===== config.mk =====
export PLATFORM = sky130hd
export DESIGN_NAME = rtc_alarm_protect
export DESIGN_NICKNAME = d
export VERILOG_FILES = /design/src/hw/rtc_alarm_pkg.sv /design/src/hw/alarm_match.sv /design/src/hw/write_protect_check.sv /design/src/hw/rtc_alarm_protect.sv
export SDC_FILE = /design/constraint.sdc
export NUM_CORES = 1
export LEC_CHECK = 0
export ABC_CLOCK_PERIOD_IN_PS = 2400
export CAP_MARGIN = 20
export CORE_UTILIZATION = 50
export DETAILED_ROUTE_END_ITERATION = 8
export DONT_BUFFER_PORTS = 1
export GPL_ROUTABILITY_DRIVEN = 1
export PLACE_DENSITY = 0.75
export SYNTH_ARGS = -nofsm -noshare
export SYNTH_HDL_FRONTEND = slang
export SYNTH_HIERARCHICAL = 1
export SYNTH_SLANG_ARGS = --single-unit
export TNS_END_PERCENT = 1

===== constraint.sdc =====
create_clock -name ref_clk -period 2.4 [get_ports ref_clk]
set_input_delay 0.36 -clock ref_clk [delete_from_list [all_inputs] [get_ports ref_clk]]
set_output_delay 0.36 -clock ref_clk [all_outputs]
set_load 0.01 [all_outputs]

===== src/hw/rtc_alarm_pkg.sv =====
// constants, field layouts and carrier types shared by the alarm and protect logic
package rtc_alarm_pkg;

  // control space byte addresses
  localparam logic [15:0] ADDR_ALARM0_SECONDS = 16'h0000;
  localparam logic [15:0] ADDR_ALARM0_MINUTES = 16'h0001;
  localparam logic [15:0] ADDR_ALARM0_HOURS   = 16'h0002;
  localparam logic [15:0] ADDR_ALARM1_SECONDS = 16'h0008;
  localparam logic [15:0] ADDR_ALARM1_MINUTES = 16'h0009;
  localparam logic [15:0] ADDR_ALARM1_HOURS   = 16'h000A;
  localparam logic [15:0] ADDR_WRITE_PROTECT  = 16'h0010;
  localparam logic [15:0] ADDR_STATUS         = 16'h003F;

  // reset values
  localparam logic [7:0] ALARM_RESET     = 8'h00;
  localparam logic [2:0] PROTECT_DEFAULT = 3'h0;

  // status byte commands and field positions
  localparam logic [7:0] STATUS_CMD_CLEAR      = 8'h00;
  localparam logic [7:0] STATUS_CMD_WRITE      = 8'h02;
  localparam logic [7:0] STATUS_CMD_REG_WRITE  = 8'h06;
  localparam int         STATUS_WRITE_BIT      = 1;
  localparam int         STATUS_REG_WRITE_BIT  = 2;
  localparam int         STATUS_ALARM0_BIT     = 5;
  localparam int         STATUS_ALARM1_BIT     = 6;
  localparam int         ALARM_ENABLE_BIT      = 7;

  // protect codes and segment bounds
  localparam logic [2:0] PROTECT_NONE        = 3'h0;
  localparam logic [2:0] PROTECT_UPPER_QUART = 3'h1;
  localparam logic [2:0] PROTECT_UPPER_HALF  = 3'h2;
  localparam logic [2:0] PROTECT_FULL_LO     = 3'h3;
  localparam logic [2:0] PROTECT_FIRST_4     = 3'h4;
  localparam logic [2:0] PROTECT_FIRST_8     = 3'h5;
  localparam logic [2:0] PROTECT_FIRST_16    = 3'h6;
  localparam logic [2:0] PROTECT_FULL_HI     = 3'h7;
  localparam logic [8:0] BOUND_UPPER_QUART   = 9'h180;
  localparam logic [8:0] BOUND_UPPER_HALF    = 9'h100;
  localparam logic [8:0] LAST_FIRST_4        = 9'h03F;
  localparam logic [8:0] LAST_FIRST_8        = 9'h07F;
  localparam logic [8:0] LAST_FIRST_16       = 9'h0FF;

  // serial bit counter marks
  localparam logic [3:0] BIT_COUNT_ACK  = 4'h8;
  localparam logic [3:0] BIT_COUNT_DONE = 4'h9;

  // one set of time fields, used for both RTC time and alarm settings
  typedef struct packed {
    logic [7:0] hours;
    logic [7:0] minutes;
    logic [7:0] seconds;
  } time_fields_t;

endpackage


===== src/hw/alarm_match.sv =====
// compares one alarm setting against the RTC once per seconds update
`timescale 1ns/1ps
`default_nettype none
module alarm_match
  import rtc_alarm_pkg::*;
(
  input  wire logic   ref_clk,
  input  wire logic   rst,
  input  wire logic   tick,
  input  wire time_fields_t alarm_set,
  input  wire time_fields_t rtc_time,
  output logic        match
);

  logic en_sec;
  logic en_min;
  logic en_hr;
  logic hit;

  // per-field enables in the top bit; disabled fields always agree
  always_comb
  begin
    en_sec = alarm_set.seconds[ALARM_ENABLE_BIT];
    en_min = alarm_set.minutes[ALARM_ENABLE_BIT];
    en_hr  = alarm_set.hours[ALARM_ENABLE_BIT];
    hit = (!en_sec || alarm_set.seconds[6:0] == rtc_time.seconds[6:0]) &&
          (!en_min || alarm_set.minutes[6:0] == rtc_time.minutes[6:0]) &&
          (!en_hr  || alarm_set.hours[6:0]   == rtc_time.hours[6:0]);
  end

  // evaluated only on the seconds update so a held match fires once
  always_ff @(posedge ref_clk)
  begin
    if (rst)
      match <= 1'b0;
    else
      match <= tick && (en_sec || en_min || en_hr) && hit;
  end
endmodule
`default_nettype wire


===== src/hw/write_protect_check.sv =====
// decides whether an array address lies in the protected segment
`timescale 1ns/1ps
`default_nettype none
module write_protect_check
  import rtc_alarm_pkg::*;
(
  input  wire logic [2:0] code,
  input  wire logic [8:0] addr,
  output logic            blocked
);

  // segment selection by protect code
  always_comb
  begin
    unique case (code)
      PROTECT_NONE:        blocked = 1'b0;
      PROTECT_UPPER_QUART: blocked = (addr >= BOUND_UPPER_QUART);
      PROTECT_UPPER_HALF:  blocked = (addr >= BOUND_UPPER_HALF);
      PROTECT_FULL_LO:     blocked = 1'b1;
      PROTECT_FIRST_4:     blocked = (addr <= LAST_FIRST_4);
      PROTECT_FIRST_8:     blocked = (addr <= LAST_FIRST_8);
      PROTECT_FIRST_16:    blocked = (addr <= LAST_FIRST_16);
      PROTECT_FULL_HI:     blocked = 1'b1;
    endcase
  end

endmodule
`default_nettype wire


===== src/hw/rtc_alarm_protect.sv =====
// two-wire register slave with alarm registers, status byte and array write filter
`timescale 1ns/1ps
`default_nettype none
module rtc_alarm_protect
  import rtc_alarm_pkg::*;
#(
  parameter logic [6:0] CCR_SLAVE   = 7'h6F,
  parameter logic [6:0] ARRAY_SLAVE = 7'h57
)
(
  input  wire logic    ref_clk,
  input  wire logic    rst,
  input  wire logic    scl,
  input  wire logic    sda_in,
  output logic         sda_out,
  output logic         sda_oe,
  input  wire time_fields_t rtc_time,
  input  wire logic    rtc_tick,
  output logic         array_wr,
  output logic [8:0]   array_wr_addr,
  output logic [7:0]   array_wr_data,
  output logic [8:0]   array_rd_addr,
  input  wire logic [7:0] array_rd_data,
  output logic         alarm0_flag,
  output logic         alarm1_flag
);

  typedef enum logic [5:0] {
    ST_IDLE    = 6'b000001,
    ST_SLAVE   = 6'b000010,
    ST_ADDR_HI = 6'b000100,
    ST_ADDR_LO = 6'b001000,
    ST_WRITE   = 6'b010000,
    ST_READ    = 6'b100000
  } bus_state_t;

  logic         scl_s1;
  logic         scl_s2;
  logic         scl_d;
  logic         sda_s1;
  logic         sda_s2;
  logic         sda_d;
  logic         scl_rise;
  logic         scl_fall;
  logic         bus_start;
  logic         bus_stop;
  bus_state_t   state;
  logic [3:0]   bit_cnt;
  logic [7:0]   rx;
  logic [7:0]   tx;
  logic [15:0]  addr;
  logic         is_ccr;
  logic         wrote_ccr;
  logic         byte_done;
  logic         wr_strobe;
  logic         ccr_write_ok;
  logic         status_write;
  logic         clr_flags;
  logic [7:0]   read_byte;
  logic [7:0]   status_byte;
  time_fields_t alarm0;
  time_fields_t alarm1;
  logic [2:0]   array_write_protect;
  logic         write_latch;
  logic         register_write_latch;
  logic         match0;
  logic         match1;
  logic         array_blocked;

  // open-drain line: only ever pulled low
  assign sda_out = 1'b0;

  // two-stage synchronisers for the bus pins, plus one delay for edges
  always_ff @(posedge ref_clk)
  begin
    if (rst)
    begin
      scl_s1 <= 1'b1;
      scl_s2 <= 1'b1;
      scl_d  <= 1'b1;
      sda_s1 <= 1'b1;
      sda_s2 <= 1'b1;
      sda_d  <= 1'b1;
    end
    else
    begin
      scl_s1 <= scl;
      scl_s2 <= scl_s1;
      scl_d  <= scl_s2;
      sda_s1 <= sda_in;
      sda_s2 <= sda_s1;
      sda_d  <= sda_s2;
    end
  end

  // bus events seen on the synchronised lines
  assign scl_rise  = scl_s2 && !scl_d;
  assign scl_fall  = !scl_s2 && scl_d;
  assign bus_start = scl_s2 && scl_d && sda_d && !sda_s2;
  assign bus_stop  = scl_s2 && scl_d && !sda_d && sda_s2;
  assign byte_done = scl_fall && (bit_cnt == BIT_COUNT_ACK);

  // write and read decodes at the falling edge of the eighth clock
  assign wr_strobe    = byte_done && (state == ST_WRITE);
  assign ccr_write_ok = wr_strobe && is_ccr && write_latch && register_write_latch;
  assign status_write = wr_strobe && is_ccr && (addr == ADDR_STATUS);
  assign clr_flags    = byte_done && (state == ST_READ) && is_ccr && (addr == ADDR_STATUS);

  // serial state machine: bit counting, ack and read data driving
  always_ff @(posedge ref_clk)
  begin
    if (rst)
    begin
      state   <= ST_IDLE;
      bit_cnt <= 4'h0;
      rx      <= 8'h00;
      tx      <= 8'h00;
      addr    <= 16'h0000;
      is_ccr  <= 1'b0;
      sda_oe  <= 1'b0;
    end
    else if (bus_start)
    begin
      state   <= ST_SLAVE;
      bit_cnt <= 4'h0;
      sda_oe  <= 1'b0;
    end
    else if (bus_stop)
    begin
      state  <= ST_IDLE;
      sda_oe <= 1'b0;
    end
    else
    begin
      if (scl_rise && state != ST_IDLE)
      begin
        if (bit_cnt < BIT_COUNT_ACK)
          rx <= {rx[6:0], sda_s2};
        if (state == ST_READ && bit_cnt == BIT_COUNT_ACK && sda_s2)
          state <= ST_IDLE;  // master did not acknowledge: read ends
        if (bit_cnt < BIT_COUNT_DONE)
          bit_cnt <= bit_cnt + 4'h1;
      end
      if (scl_fall)
      begin
        if (bit_cnt == BIT_COUNT_ACK)
        begin
          sda_oe <= 1'b0;
          unique case (state)
            ST_IDLE:
              sda_oe <= 1'b0;
            ST_SLAVE:
              if (rx[7:1] == CCR_SLAVE || rx[7:1] == ARRAY_SLAVE)
              begin
                sda_oe <= 1'b1;
                is_ccr <= (rx[7:1] == CCR_SLAVE);
                state  <= rx[0] ? ST_READ : ST_ADDR_HI;
              end
              else
                state <= ST_IDLE;
            ST_ADDR_HI:
            begin
              addr[15:8] <= rx;
              sda_oe     <= 1'b1;
              state      <= ST_ADDR_LO;
            end
            ST_ADDR_LO:
            begin
              addr[7:0] <= rx;
              sda_oe    <= 1'b1;
              state     <= ST_WRITE;
            end
            ST_WRITE:
            begin
              sda_oe <= 1'b1;
              addr   <= addr + 16'h0001;
            end
            ST_READ:
              addr <= addr + 16'h0001;
          endcase
        end
        else if (bit_cnt == BIT_COUNT_DONE)
        begin
          bit_cnt <= 4'h0;
          if (state == ST_READ)
          begin
            tx     <= read_byte;
            sda_oe <= !read_byte[7];
          end
          else
            sda_oe <= 1'b0;
        end
        else if (state == ST_READ && bit_cnt != 4'h0)
        begin
          tx     <= {tx[6:0], 1'b0};
          sda_oe <= !tx[6];
        end
      end
    end
  end

  // status byte image
  always_comb
  begin
    status_byte = 8'h00;
    status_byte[STATUS_WRITE_BIT]     = write_latch;
    status_byte[STATUS_REG_WRITE_BIT] = register_write_latch;
    status_byte[STATUS_ALARM0_BIT]    = alarm0_flag;
    status_byte[STATUS_ALARM1_BIT]    = alarm1_flag;
  end

  // read data for the current pointer; unmapped control bytes read zero
  always_comb
  begin
    read_byte = array_rd_data;
    if (is_ccr)
    begin
      unique case (addr)
        ADDR_ALARM0_SECONDS: read_byte = alarm0.seconds;
        ADDR_ALARM0_MINUTES: read_byte = alarm0.minutes;
        ADDR_ALARM0_HOURS:   read_byte = alarm0.hours;
        ADDR_ALARM1_SECONDS: read_byte = alarm1.seconds;
        ADDR_ALARM1_MINUTES: read_byte = alarm1.minutes;
        ADDR_ALARM1_HOURS:   read_byte = alarm1.hours;
        ADDR_WRITE_PROTECT:  read_byte = {5'h00, array_write_protect};
        ADDR_STATUS:         read_byte = status_byte;
        default:             read_byte = 8'h00;
      endcase
    end
  end

  assign array_rd_addr = addr[8:0];

  // persistent alarm and protect registers, changed only under both latches
  always_ff @(posedge ref_clk)
  begin
    if (rst)
    begin
      alarm0              <= {3{ALARM_RESET}};
      alarm1              <= {3{ALARM_RESET}};
      array_write_protect <= PROTECT_DEFAULT;
    end
    else if (ccr_write_ok)
    begin
      unique case (addr)
        ADDR_ALARM0_SECONDS: alarm0.seconds <= rx;
        ADDR_ALARM0_MINUTES: alarm0.minutes <= rx;
        ADDR_ALARM0_HOURS:   alarm0.hours   <= rx;
        ADDR_ALARM1_SECONDS: alarm1.seconds <= rx;
        ADDR_ALARM1_MINUTES: alarm1.minutes <= rx;
        ADDR_ALARM1_HOURS:   alarm1.hours   <= rx;
        ADDR_WRITE_PROTECT:  array_write_protect <= rx[2:0];
        default:             array_write_protect <= array_write_protect;
      endcase
    end
  end

  // marks a completed control write in this transfer; start or stop ends it
  always_ff @(posedge ref_clk)
  begin
    if (rst || bus_start || bus_stop)
      wrote_ccr <= 1'b0;
    else if (ccr_write_ok && addr != ADDR_STATUS)
      wrote_ccr <= 1'b1;
  end

  // write latches driven by status byte commands
  always_ff @(posedge ref_clk)
  begin
    if (rst)
    begin
      write_latch          <= 1'b0;
      register_write_latch <= 1'b0;
    end
    else if (status_write)
    begin
      if (rx == STATUS_CMD_CLEAR)
      begin
        write_latch          <= 1'b0;
        register_write_latch <= 1'b0;
      end
      else if (rx == STATUS_CMD_WRITE)
        write_latch <= 1'b1;
      else if (rx == STATUS_CMD_REG_WRITE && write_latch)
        register_write_latch <= 1'b1;
    end
    else if (bus_stop && wrote_ccr)
      register_write_latch <= 1'b0;
  end

  // alarm comparators
  alarm_match u_alarm0 (
    .ref_clk   (ref_clk),
    .rst       (rst),
    .tick      (rtc_tick),
    .alarm_set (alarm0),
    .rtc_time  (rtc_time),
    .match     (match0)
  );

  alarm_match u_alarm1 (
    .ref_clk   (ref_clk),
    .rst       (rst),
    .tick      (rtc_tick),
    .alarm_set (alarm1),
    .rtc_time  (rtc_time),
    .match     (match1)
  );

  // sticky alarm flags; a new match wins over the status read clear
  always_ff @(posedge ref_clk)
  begin
    if (rst)
    begin
      alarm0_flag <= 1'b0;
      alarm1_flag <= 1'b0;
    end
    else
    begin
      alarm0_flag <= match0 || (alarm0_flag && !clr_flags);
      alarm1_flag <= match1 || (alarm1_flag && !clr_flags);
    end
  end

  write_protect_check u_protect (
    .code    (array_write_protect),
    .addr    (addr[8:0]),
    .blocked (array_blocked)
  );

  // array write port, filtered by the protect segment
  always_ff @(posedge ref_clk)
  begin
    if (rst)
    begin
      array_wr      <= 1'b0;
      array_wr_addr <= 9'h000;
      array_wr_data <= 8'h00;
    end
    else
    begin
      array_wr      <= wr_strobe && !is_ccr && write_latch && !array_blocked;
      array_wr_addr <= addr[8:0];
      array_wr_data <= rx;
    end
  end
endmodule
`default_nettype wire


==> results of run 1 <==
## per-stage QoR
step           TNS (ns)  utilization, %  area [sq um]
2_1_floorplan    -0.533               -          6590
3_3_place_gp          0            54.4          6930
3_5_place_dp          0            54.4          6930
4_1_cts               0            59.3          7540
6_report              0            59.6          7580
5_1_grt        -0.00645            59.6          7580
## cell usage after synthesis (all sizes together) (7+ instances only)
cell type,count
xor2,18
xnor2,27
nand3,26
nand2,40
a22oi,10
nor4,14
nor2b,12
nand4,14
o41ai,9
and3,10
clkbuf,45
or2,11
dfxtp,125
nand2b,45
inv,15
nor3,16
a221oi,7
o21ai,19
ha,7
a21oi,45
nor2,74
mux2i,55
buf,15
a21o,8
a222oi,7
## metal layers
metal	routed length (um)	track usage, %	up-vias
li1	-	-	2756
met2	8430	44.7	331
met1	8120	37.5	2843
met4	393	9.96	0
met5	0	0	-
met3	1870	8.96	45
## layout by cell type, fill, tap and decap left out, types with 8 or more instances in the layout
cell,instances
a21o_1,8
a21oi_1,45
a22oi_1,10
and3_1,10
buf_4,47
clkbuf_16,17
dfxtp_1,125
inv_1,15
mux2i_1,55
nand2_1,40
nand2b_1,45
nand3_1,23
nand4_1,14
nor2_1,74
nor2b_1,11
nor3_1,16
nor4_1,10
o21ai_0,18
o41ai_1,8
or2_2,11
xnor2_1,27
xor2_1,18
## registers in the layout (all words and copies together) (netlist names), 3 cells and up
register             flops
addr                    16
alarm0                  24
alarm1                  24
array_wr_addr            9
array_wr_data            8
array_write_protect      3
bit_cnt                  4
rx                       8
state                    6
tx                       7
## cell families after synthesis
| kind of cell | after synthesis | share of synthesized area [%] |
|---|---|---|
| AO/OA/AOI/OAI | 154 | 16.2 |
| XOR/XNOR | 45 | 5.98 |
| adder cells (fa/ha/maj) | 7 | 1.33 |
| buffers and inverters | 76 | 5.14 |
| flip-flops | 125 | 38.0 |
| multiplexers | 56 | 8.52 |
| other | 1 | 0.0569 |
| AND/OR/NAND/NOR | 298 | 24.8 |
## how the worst max path moves through the flow
| stage | depth (start not counted) | to | slack (ns) |
|---|---|---|---|
| 3_5_place_dp | 7 | alarm1[7] | 0.02 |
| 5_1_grt | 8 | alarm1[12] | -0.006 |
| 6_report | 8 | alarm1[12] | 0.06 |
| 2_1_floorplan | 7 | alarm0[19] | -0.07 |
| 3_3_place_gp | 7 | alarm1[1] | 0.03 |
| 4_1_cts | 7 | alarm1[17] | 0.01 |
## cell type report
type / count / area share (%)
Inverter: 16 / 0.792
Multi-Input combinational cell: 561 / 50.1
Timing Repair Buffer: 50 / 5.31
Tap cell: 172 / 2.84
Clock buffer: 23 / 6.17
Clock inverter: 7 / 1.81
Sequential cell: 125 / 33.0
## power breakdown
| part | total [uW] | switching [uW] | leakage [uW] | internal (uW) |
|---|---|---|---|---|
| combinational | 87.2 | 36.6 | 0.00148 | 50.7 |
| clock | 2660 | 883 | 0.000293 | 1780 |
| sequential | 2090 | 4.93 | 0.00101 | 2080 |
## timing repair
item / 4_1_cts / 5_1_grt
pin swaps: 0 / 2
buffers inserted: 0 / 0
gates cloned: 0 / 0
resized for setup: 1 / 5
endpoints found under the hold margin: 0 / 1
setup endpoints to repair: 3 / 19
hold buffers: 0 / 1
## worst max-delay path: cells and delay by family (launching register included)
family	cells	cell delay [ns]
buf+inv	3	0.61
flops	1	0.31
mux	1	0.17
simple gates	4	1.18
==> summary.md, run 1 <==
| Metric | Value |
|---|---|
| Cts bufs inserted | `17` |
| VDD IR max | `0.661 mV` |
| Hold WC Path Type | `in -> reg` |
| R2R Path End | `alarm1[12]` |
| Hold Path Sink | `bit_cnt[2]` |
| First DRT Iteration DRCs | `677` |
| Tot GR Track Use | `28.7%` |
| Initial antenna violation count | `0` |
| Static Leak | `0.00278 uW` |
| Final setup vio count | `0` |
| Yosys warnings | `6` |
| Net Count, Synth | `806` |
| Die Width | `117 um` |
| Dpl ws | `0.0247 ns` |
| Slowest-stage cell, CP | `or4_4` |
| Register-to-Register Path Depth | `8` |
| Fmax | `427 MHz` |
| Drt drc | `0` |
| First-pass GRT wire length | `29600 um` |
| Ports | `68` |
| Pin slew with the least headroom to its limit | `1.00 ns` |
| Worst slew margin | `33.0%` |
| Initial Util | `51.8%` |
| R2r setup slk | `0.06 ns` |
| Synth area leaders | `dfxtp_1, mux2i_1, nand2b_1` |
| DP Wirelength | `13400 um` |
| Worst path cell trace | `or4_4 > buf_4 > or2_2 > nor4_2 > buf_4 > nand3_2 > buf_4 > mux2i_1` |
| Drt first pass iters | `6` |
| Post-synth top area cell | `dfxtp_1` |
| GPL Wtd Cong | `0.945` |
| WS Path Type | `reg -> reg` |
| Synth-to-layout area growth | `15.1%` |
| Async set-reset flop share out of synthesis | `0%` |
| Area of the mapped netlist | `0.00659 sq mm` |
| H-tree depth | `4` |
| Vias in the first global route | `5661` |
| GRT Residual Overflow | `0` |
| Mapped Avg Cell Area | `8.65 sq um` |
| Finished Layout Cells | `954` |
| Layout cell share with drive strength beyond 1 | `13.2%` |
| Die height | `117 um` |
| Fin nets | `815` |
| Worst setup margin | `0.0565 ns` |
| Arr. time, crit path | `2.68 ns` |
| Core area | `0.0127 sq mm` |
| Share of the synthesized area in the top cell type | `38.0%` |
| Port Buffer Count | `0` |
| Startpoint Class | `flip-flop` |
| Delay of the slowest critical-path stage | `0.56 ns` |
| Status | `completed` |
| Sequential area share after synthesis | `38.0%` |
| ANT nets after route | `0` |
| Hold path cells | `1` |
| Hold Vio Cnt, Final | `0` |
| Clock sink total | `125` |
| CTS max path bufs | `2` |
| WL/cell | `19.7 um` |
| Max-cap violations | `0` |
| Largest net degree at the start of global routing | `119` |
| Final WL | `18800 um` |
| Clock-pin slew of the registers on the worst-case setup and hold paths | `0.06 ns` |
| Crit path from | `state[1]` |
| Maximum fanout along the worst path | `11` |
| Site Rows | `41` |
| EDFF count, synth | `0` |
| Max-slew violations | `0` |
| Ant. Diodes | `0` |
| Min-delay src | `rst` |
| Distinct cells, synth | `70` |
| Pwr dens | `638 mW/mm^2` |
| Post-Place Cells | `923` |
| Total Power | `4830 uW` |
| Skew-Pair Late Insertion Delay | `0.41 ns` |
| Area of the multi-input gates | `0.00380 sq mm` |
| CP endpoint kind | `flip-flop` |
| Hold Slack | `0.0168 ns` |
| DIE AREA | `0.0136 sq mm` |
| Crit share post-route | `97.6%` |
| Final min period | `2.34 ns` |
| Clock Skew | `0.00735 ns` |
| Critical register-to-register path startpoint | `state[1]` |
| Root Buffer | `clkbuf_16` |
| Ys flop type | `dfxtp_1` |
| Clock tree from TritonCTS | `built` |
| Total number of vias | `5975` |
| CP most frequent cell | `buf_4` |
| Fillers | `1159` |
| Synth Register Bits | `125` |
| Cells after Synth | `762` |
| Vias per cell | `6.26` |
| FF/Latch Area | `0.00250 sq mm` |
| Req. time, crit path | `2.74 ns` |
No activity file was read; power rests on OpenSTA's default activity.
==> run 2: changes to the inputs <==
- ABC_CLOCK_PERIOD_IN_PS: 2400 -> 2600
- PLACE_DENSITY: 0.75 -> 0.72
- SETUP_SLACK_MARGIN: unset -> 0.5
- clock period: 2.4 -> 2.6 ns (I/O delays scaled with it)
==> run 2 against run 1 <==
Wire length is 2.7% higher. Cell count is 0.42% lower. Flip-flop and latch count stayed put. Die area stayed put. Combinational power is 12% lower. Via count hardly changed. Non-clock buffer count is 6 lower. Sequential power is 8% lower. First-iteration DRC count is 6.9% higher. Maximum frequency is 2.6% higher.
==> summary.md, run 2 (synthesis results as in run 1) <==
| Metric | Value |
|---|---|
| Ports | `68` |
| Largest net degree at the start of global routing | `119` |
| Max-slew violations | `0` |
| Fillers | `1130` |
| Min-delay src | `rst` |
| Commonest non-fill, non-tap cell in the layout | `dfxtp_1` |
| Port Buffer Count | `0` |
| Biggest regs | `alarm0 (24), alarm1 (24), addr (16)` |
| Hold path cells | `1` |
| Status | `completed` |
| Clock Skew | `0.0100 ns` |
| Gr busiest metal | `met2` |
| GRT Residual Overflow | `0` |
| Site Rows | `41` |
| Drt first pass iters | `7` |
| CP endpoint kind | `flip-flop` |
| Met1 Use GR | `40.7%` |
| First DRT Iteration DRCs | `724` |
| Die Width | `117 um` |
| Req. time, crit path | `2.92 ns` |
| Arr. time, crit path | `2.60 ns` |
| Startpoint Class | `flip-flop` |
| Crit share post-route | `87.8%` |
| Root Buffer | `clkbuf_16` |
| Worst slew margin | `55.6%` |
| Grt met2 use | `44.9%` |
| Hold Path Sink | `state[1]` |
| GPL Wtd Cong | `0.927` |
| Final setup vio count | `0` |
| DP Wirelength | `13400 um` |
| Register-to-Register Path Depth | `8` |
| H-tree depth | `4` |
| Hold WC Path Type | `in -> reg` |
| Most frequent cells in the layout | `dfxtp_1, nor2_1, mux2i_1` |
| DIE AREA | `0.0136 sq mm` |
| Maximum fanout along the worst path | `10` |
| Initial antenna violation count | `0` |
| Clock sink total | `125` |
| Final WL | `19300 um` |
| Cts bufs inserted | `17` |
| R2r setup slk | `0.32 ns` |
| Skew-Pair Late Insertion Delay | `0.43 ns` |
| R2R Path End | `register_write_latch` |
| Vias per cell | `6.29` |
| First-pass GRT wire length | `30300 um` |
| Fin nets | `809` |
| Grt met3 use | `8.44%` |
| Tot GR Track Use | `29.9%` |
| Drt drc | `0` |
| Total number of vias | `5980` |
| Pin slew with the least headroom to its limit | `0.659 ns` |
| Hold Vio Cnt, Final | `0` |
| Die height | `117 um` |
| Ant. Diodes | `0` |
| VDD IR max | `0.630 mV` |
| Fmax | `438 MHz` |
| CTS max path bufs | `2` |
| WS Path Type | `reg -> reg` |
| Final min period | `2.28 ns` |
| Core area | `0.0127 sq mm` |
| Finished Layout Cells | `950` |
| Static Leak | `0.00275 uW` |
| Layout cell share with drive strength beyond 1 | `14.8%` |
| Critical register-to-register path startpoint | `addr[0]` |
| Max-cap violations | `0` |
| RSZ-0062 raised after global routing | `true` |
| ANT nets after route | `0` |
| Post-Place Cells | `913` |
| Setup tns final | `0 ns` |
| Synth-to-layout area growth | `14.9%` |
| Clock tree from TritonCTS | `built` |
| Clock-pin slew of the registers on the worst-case setup and hold paths | `0.06 ns` |
| Worst setup margin | `0.317 ns` |
| Vias in the first global route | `5626` |
| WL/cell | `20.3 um` |
| Pwr dens | `594 mW/mm^2` |
| Initial Util | `51.8%` |
| Dpl ws | `0.126 ns` |
-- run 2: cell type report --
| type | count | area, sq um | area share (%) |
|---|---|---|---|
| tap | 172 | 215 | 2.84 |
| clock buffer | 18 | 439 | 5.80 |
| timing repair buffer | 44 | 350 | 4.63 |
| inverter | 16 | 60.1 | 0.793 |
| sequential | 125 | 2510 | 33.1 |
| multi-input combinational | 561 | 3810 | 50.4 |
| clock inverter | 14 | 184 | 2.43 |
-- run 2: metrics by stage --
stage          instance area, sq um  power, uW  hold WS [ns]  util [%]
5_1_grt                        7570       4610        0.0267      59.5
6_report                       7570       4500        0.0228      59.5
4_1_cts                        7550       4520        0.0180      59.3
3_5_place_dp                   6850       2040         0.394      53.8
2_1_floorplan                  6610       2050         0.389         -
3_3_place_gp                   6850       2040         0.392      53.8
-- run 2: critical path, cell delays in order, from the launching register on --
cell and delay, ns:
dfxtp_1 0.36, buf_4 0.17, ha_1 0.24, nand2_1 0.17, nor2_2 0.18, buf_4 0.21, nand3_1 0.12, or4_4 0.56
a21o_1 0.17
-- run 2: power by group --
part / total (uW) / switching (uW) / internal, uW
clock: 2500 / 947 / 1550
sequential: 1930 / 5.49 / 1920
combinational: 76.9 / 31.7 / 45.3
-- run 2: worst max path at each step --
stage | slack, ns | start | to | depth (start not counted)
after floorplan | 0.31 | state[2] | alarm0[11] | 7
after global placement | 0.15 | state[1] | alarm1[17] | 6
after detailed placement | 0.13 | state[1] | alarm1[2] | 6
after CTS | 0.34 | state[0] | alarm0[16] | 6
after global routing | 0.23 | state[0] | alarm0[16] | 6
final | 0.32 | addr[0] | register_write_latch | 8
-- run 2: metal layers --
layer	vias to the layer above	wire, um
li1	2751	-
met1	2876	8480
met2	304	8540
met3	49	1780
met4	0	520
met5	-	0
-- run 2: timing repair --
| item | 4_1_cts | 5_1_grt |
|---|---|---|
| pin swaps | 3 | 0 |
| gates resized for setup | 10 | 6 |
| hold buffers | 0 | 0 |
| buffers inserted | 5 | 0 |
| setup endpoints to repair | 70 | 86 |
| endpoints found under the hold margin | 0 | 0 |
==> run 3: changes to the inputs <==
- SETUP_SLACK_MARGIN: 0.5 -> 0.2
==> run 3 against run 2 <==
Clock skew is 0.0024 ns lower. Cell area fell by 1.8%. Cell count is 0.53% lower. The run now ends with DRC left. Global-route usage shrank 0.70 points. Clock power down 6%. Total power fell by 3.5%. Flip-flop and latch count did not move. Sequential share of layout area up 0.52 points. Critical path depth shrank 2. Sequential power hardly changed. Combinational power down 2%. Worst hold slack better by 0.050 ns.
==> summary.md, run 3 (synthesis results as in run 1) <==
| Metric | Value |
|---|---|
| Final WL | `18900 um` |
| Synth-to-layout area growth | `12.8%` |
| GPL Wtd Cong | `0.987` |
| Crit share post-route | `93.7%` |
| H-tree depth | `4` |
| Skew-Pair Late Insertion Delay | `0.42 ns` |
| WL/cell | `20.0 um` |
| Setup tns final | `0 ns` |
| Commonest non-fill, non-tap cell in the layout | `dfxtp_1` |
| Site Rows | `41` |
| Core area | `0.0127 sq mm` |
| Grt met2 use | `45.0%` |
| Final setup vio count | `0` |
| Maximum fanout along the worst path | `11` |
| Grt met3 use | `6.80%` |
| Initial antenna violation count | `0` |
| Fin nets | `804` |
| Arr. time, crit path | `2.74 ns` |
| Crit path max-delay family | `simple AND/OR/NAND/NOR gates` |
| Drt drc | `1` |
| Pwr dens | `584 mW/mm^2` |
| CP endpoint kind | `flip-flop` |
| Status | `finished with violations` |
| Fillers | `1147` |
| Crit path buffers/inverters | `1` |
| Final min period | `2.44 ns` |
| Vias in the first global route | `5704` |
| VDD IR max | `0.469 mV` |
| Gr busiest metal | `met2` |
| Static Leak | `0.00271 uW` |
| Worst path cell trace | `or4_4 > or2_2 > nor4_2 > buf_4 > nand3_2 > mux2i_1` |
| Die height | `117 um` |
| Max-cap violations | `0` |
| Layout cell share with drive strength beyond 1 | `12.2%` |
| Biggest regs | `alarm0 (24), alarm1 (24), addr (16)` |
| Dpl ws | `0.137 ns` |
| Req. time, crit path | `2.90 ns` |
| WS Path Type | `reg -> reg` |
| Slowest-stage cell, CP | `or4_4` |
| Hold WC Path Type | `in -> reg` |
| GRT Residual Overflow | `0` |
| DP Wirelength | `13400 um` |
| Most frequent cells in the layout | `dfxtp_1, nor2_1, mux2i_1` |
| First DRT Iteration DRCs | `847` |
| First-pass GRT wire length | `30100 um` |
| DIE AREA | `0.0136 sq mm` |
| Tot GR Track Use | `29.2%` |
| Met1 Use GR | `40.4%` |
| ANT nets after route | `0` |
| Worst setup margin | `0.163 ns` |
| Pin slew with the least headroom to its limit | `0.608 ns` |
| Port Buffer Count | `0` |
| Initial Util | `51.8%` |
| Die Width | `117 um` |
| Max-slew violations | `0` |
| Failing checks | `DRC` |
| Ports | `68` |
| Startpoint Class | `flip-flop` |
| Clock Skew | `0.00764 ns` |
| CTS max path bufs | `2` |
| RSZ-0062 raised after global routing | `true` |
| Ant. Diodes | `0` |
| Total number of vias | `5954` |
| Post-CTS Setup Bufs | `0` |
| Clock-pin slew of the registers on the worst-case setup and hold paths | `0.06 ns` |
| Clock sink total | `125` |
| Hold Vio Cnt, Final | `0` |
| Fmax | `410 MHz` |
| Clock tree from TritonCTS | `built` |
| Root Buffer | `clkbuf_16` |
| Cts bufs inserted | `17` |
| Vias per cell | `6.30` |
| Largest net degree at the start of global routing | `119` |
| Worst slew margin | `59.2%` |
| Drt first pass iters | `9` |
| Delay of the slowest critical-path stage | `0.61 ns` |
run 3: cell types whose count changed in the layout (fill, tap and decap cells not counted), sizes merged:
cell | before | now
clkinv | 4 | 9
bufinv | 3 | 2
clkinvlp | 4 | 1
inv | 19 | 16
buf | 44 | 39
clkbuf | 18 | 20
run 3: what timing repair did:
item,in CTS,in global routing
setup endpoints to repair,18,45
gates resized for setup,0,2
pin swaps,1,0
hold buffers,0,0
run 3: per-stage QoR:
| stage | util [%] | power [uW] | instances | hold WS [ns] | area [sq um] |
|---|---|---|---|---|---|
| 5_1_grt | 58.4 | 4460 | 945 | 0.0370 | 7430 |
| 3_5_place_dp | 53.8 | 2040 | 913 | 0.396 | 6840 |
| 2_1_floorplan | - | 2050 | 762 | 0.389 | 6590 |
| 6_report | 58.4 | 4350 | 945 | 0.0724 | 7430 |
| 4_1_cts | 58.4 | 4360 | 945 | 0.0335 | 7420 |
| 3_3_place_gp | 53.8 | 2040 | 913 | 0.394 | 6840 |
run 3: final timing paths:
check / start / endpoint / slack [ns] / depth (start not counted)
max: state[1] / alarm1[18] / 0.16 / 6
min: sda_in / sda_s1 / 0.07 / 1
max reg2reg: state[1] / alarm1[18] / 0.16 / 6
min reg2reg: sda_s1 / sda_s2 / 0.41 / 1
run 3: cell type report:
class / instances / area (sq um) / area share, %
flip-flops and latches: 125 / 2500 / 33.7
well taps: 172 / 215 / 2.89
inverters: 16 / 60.1 / 0.808
repair buffers: 39 / 305 / 4.11
multi-input cells: 561 / 3770 / 50.7
clock buffers: 20 / 447 / 6.01
clock inverters: 12 / 139 / 1.87
run 3: routing by layer:
layer  share of wire (%)  up-vias
met1                  44     2889
met3                 9.4       36
li1                    -     2734
met4                 1.7        0
met5                   0        -
met2                  45      295
run 3: power breakdown:
part	internal (uW)	leakage [uW]	switching [uW]
combinational	44.2	0.00142	31.2
clock	1440	0.000285	901
sequential	1920	0.00101	5.21
total	3410	0.00271	938
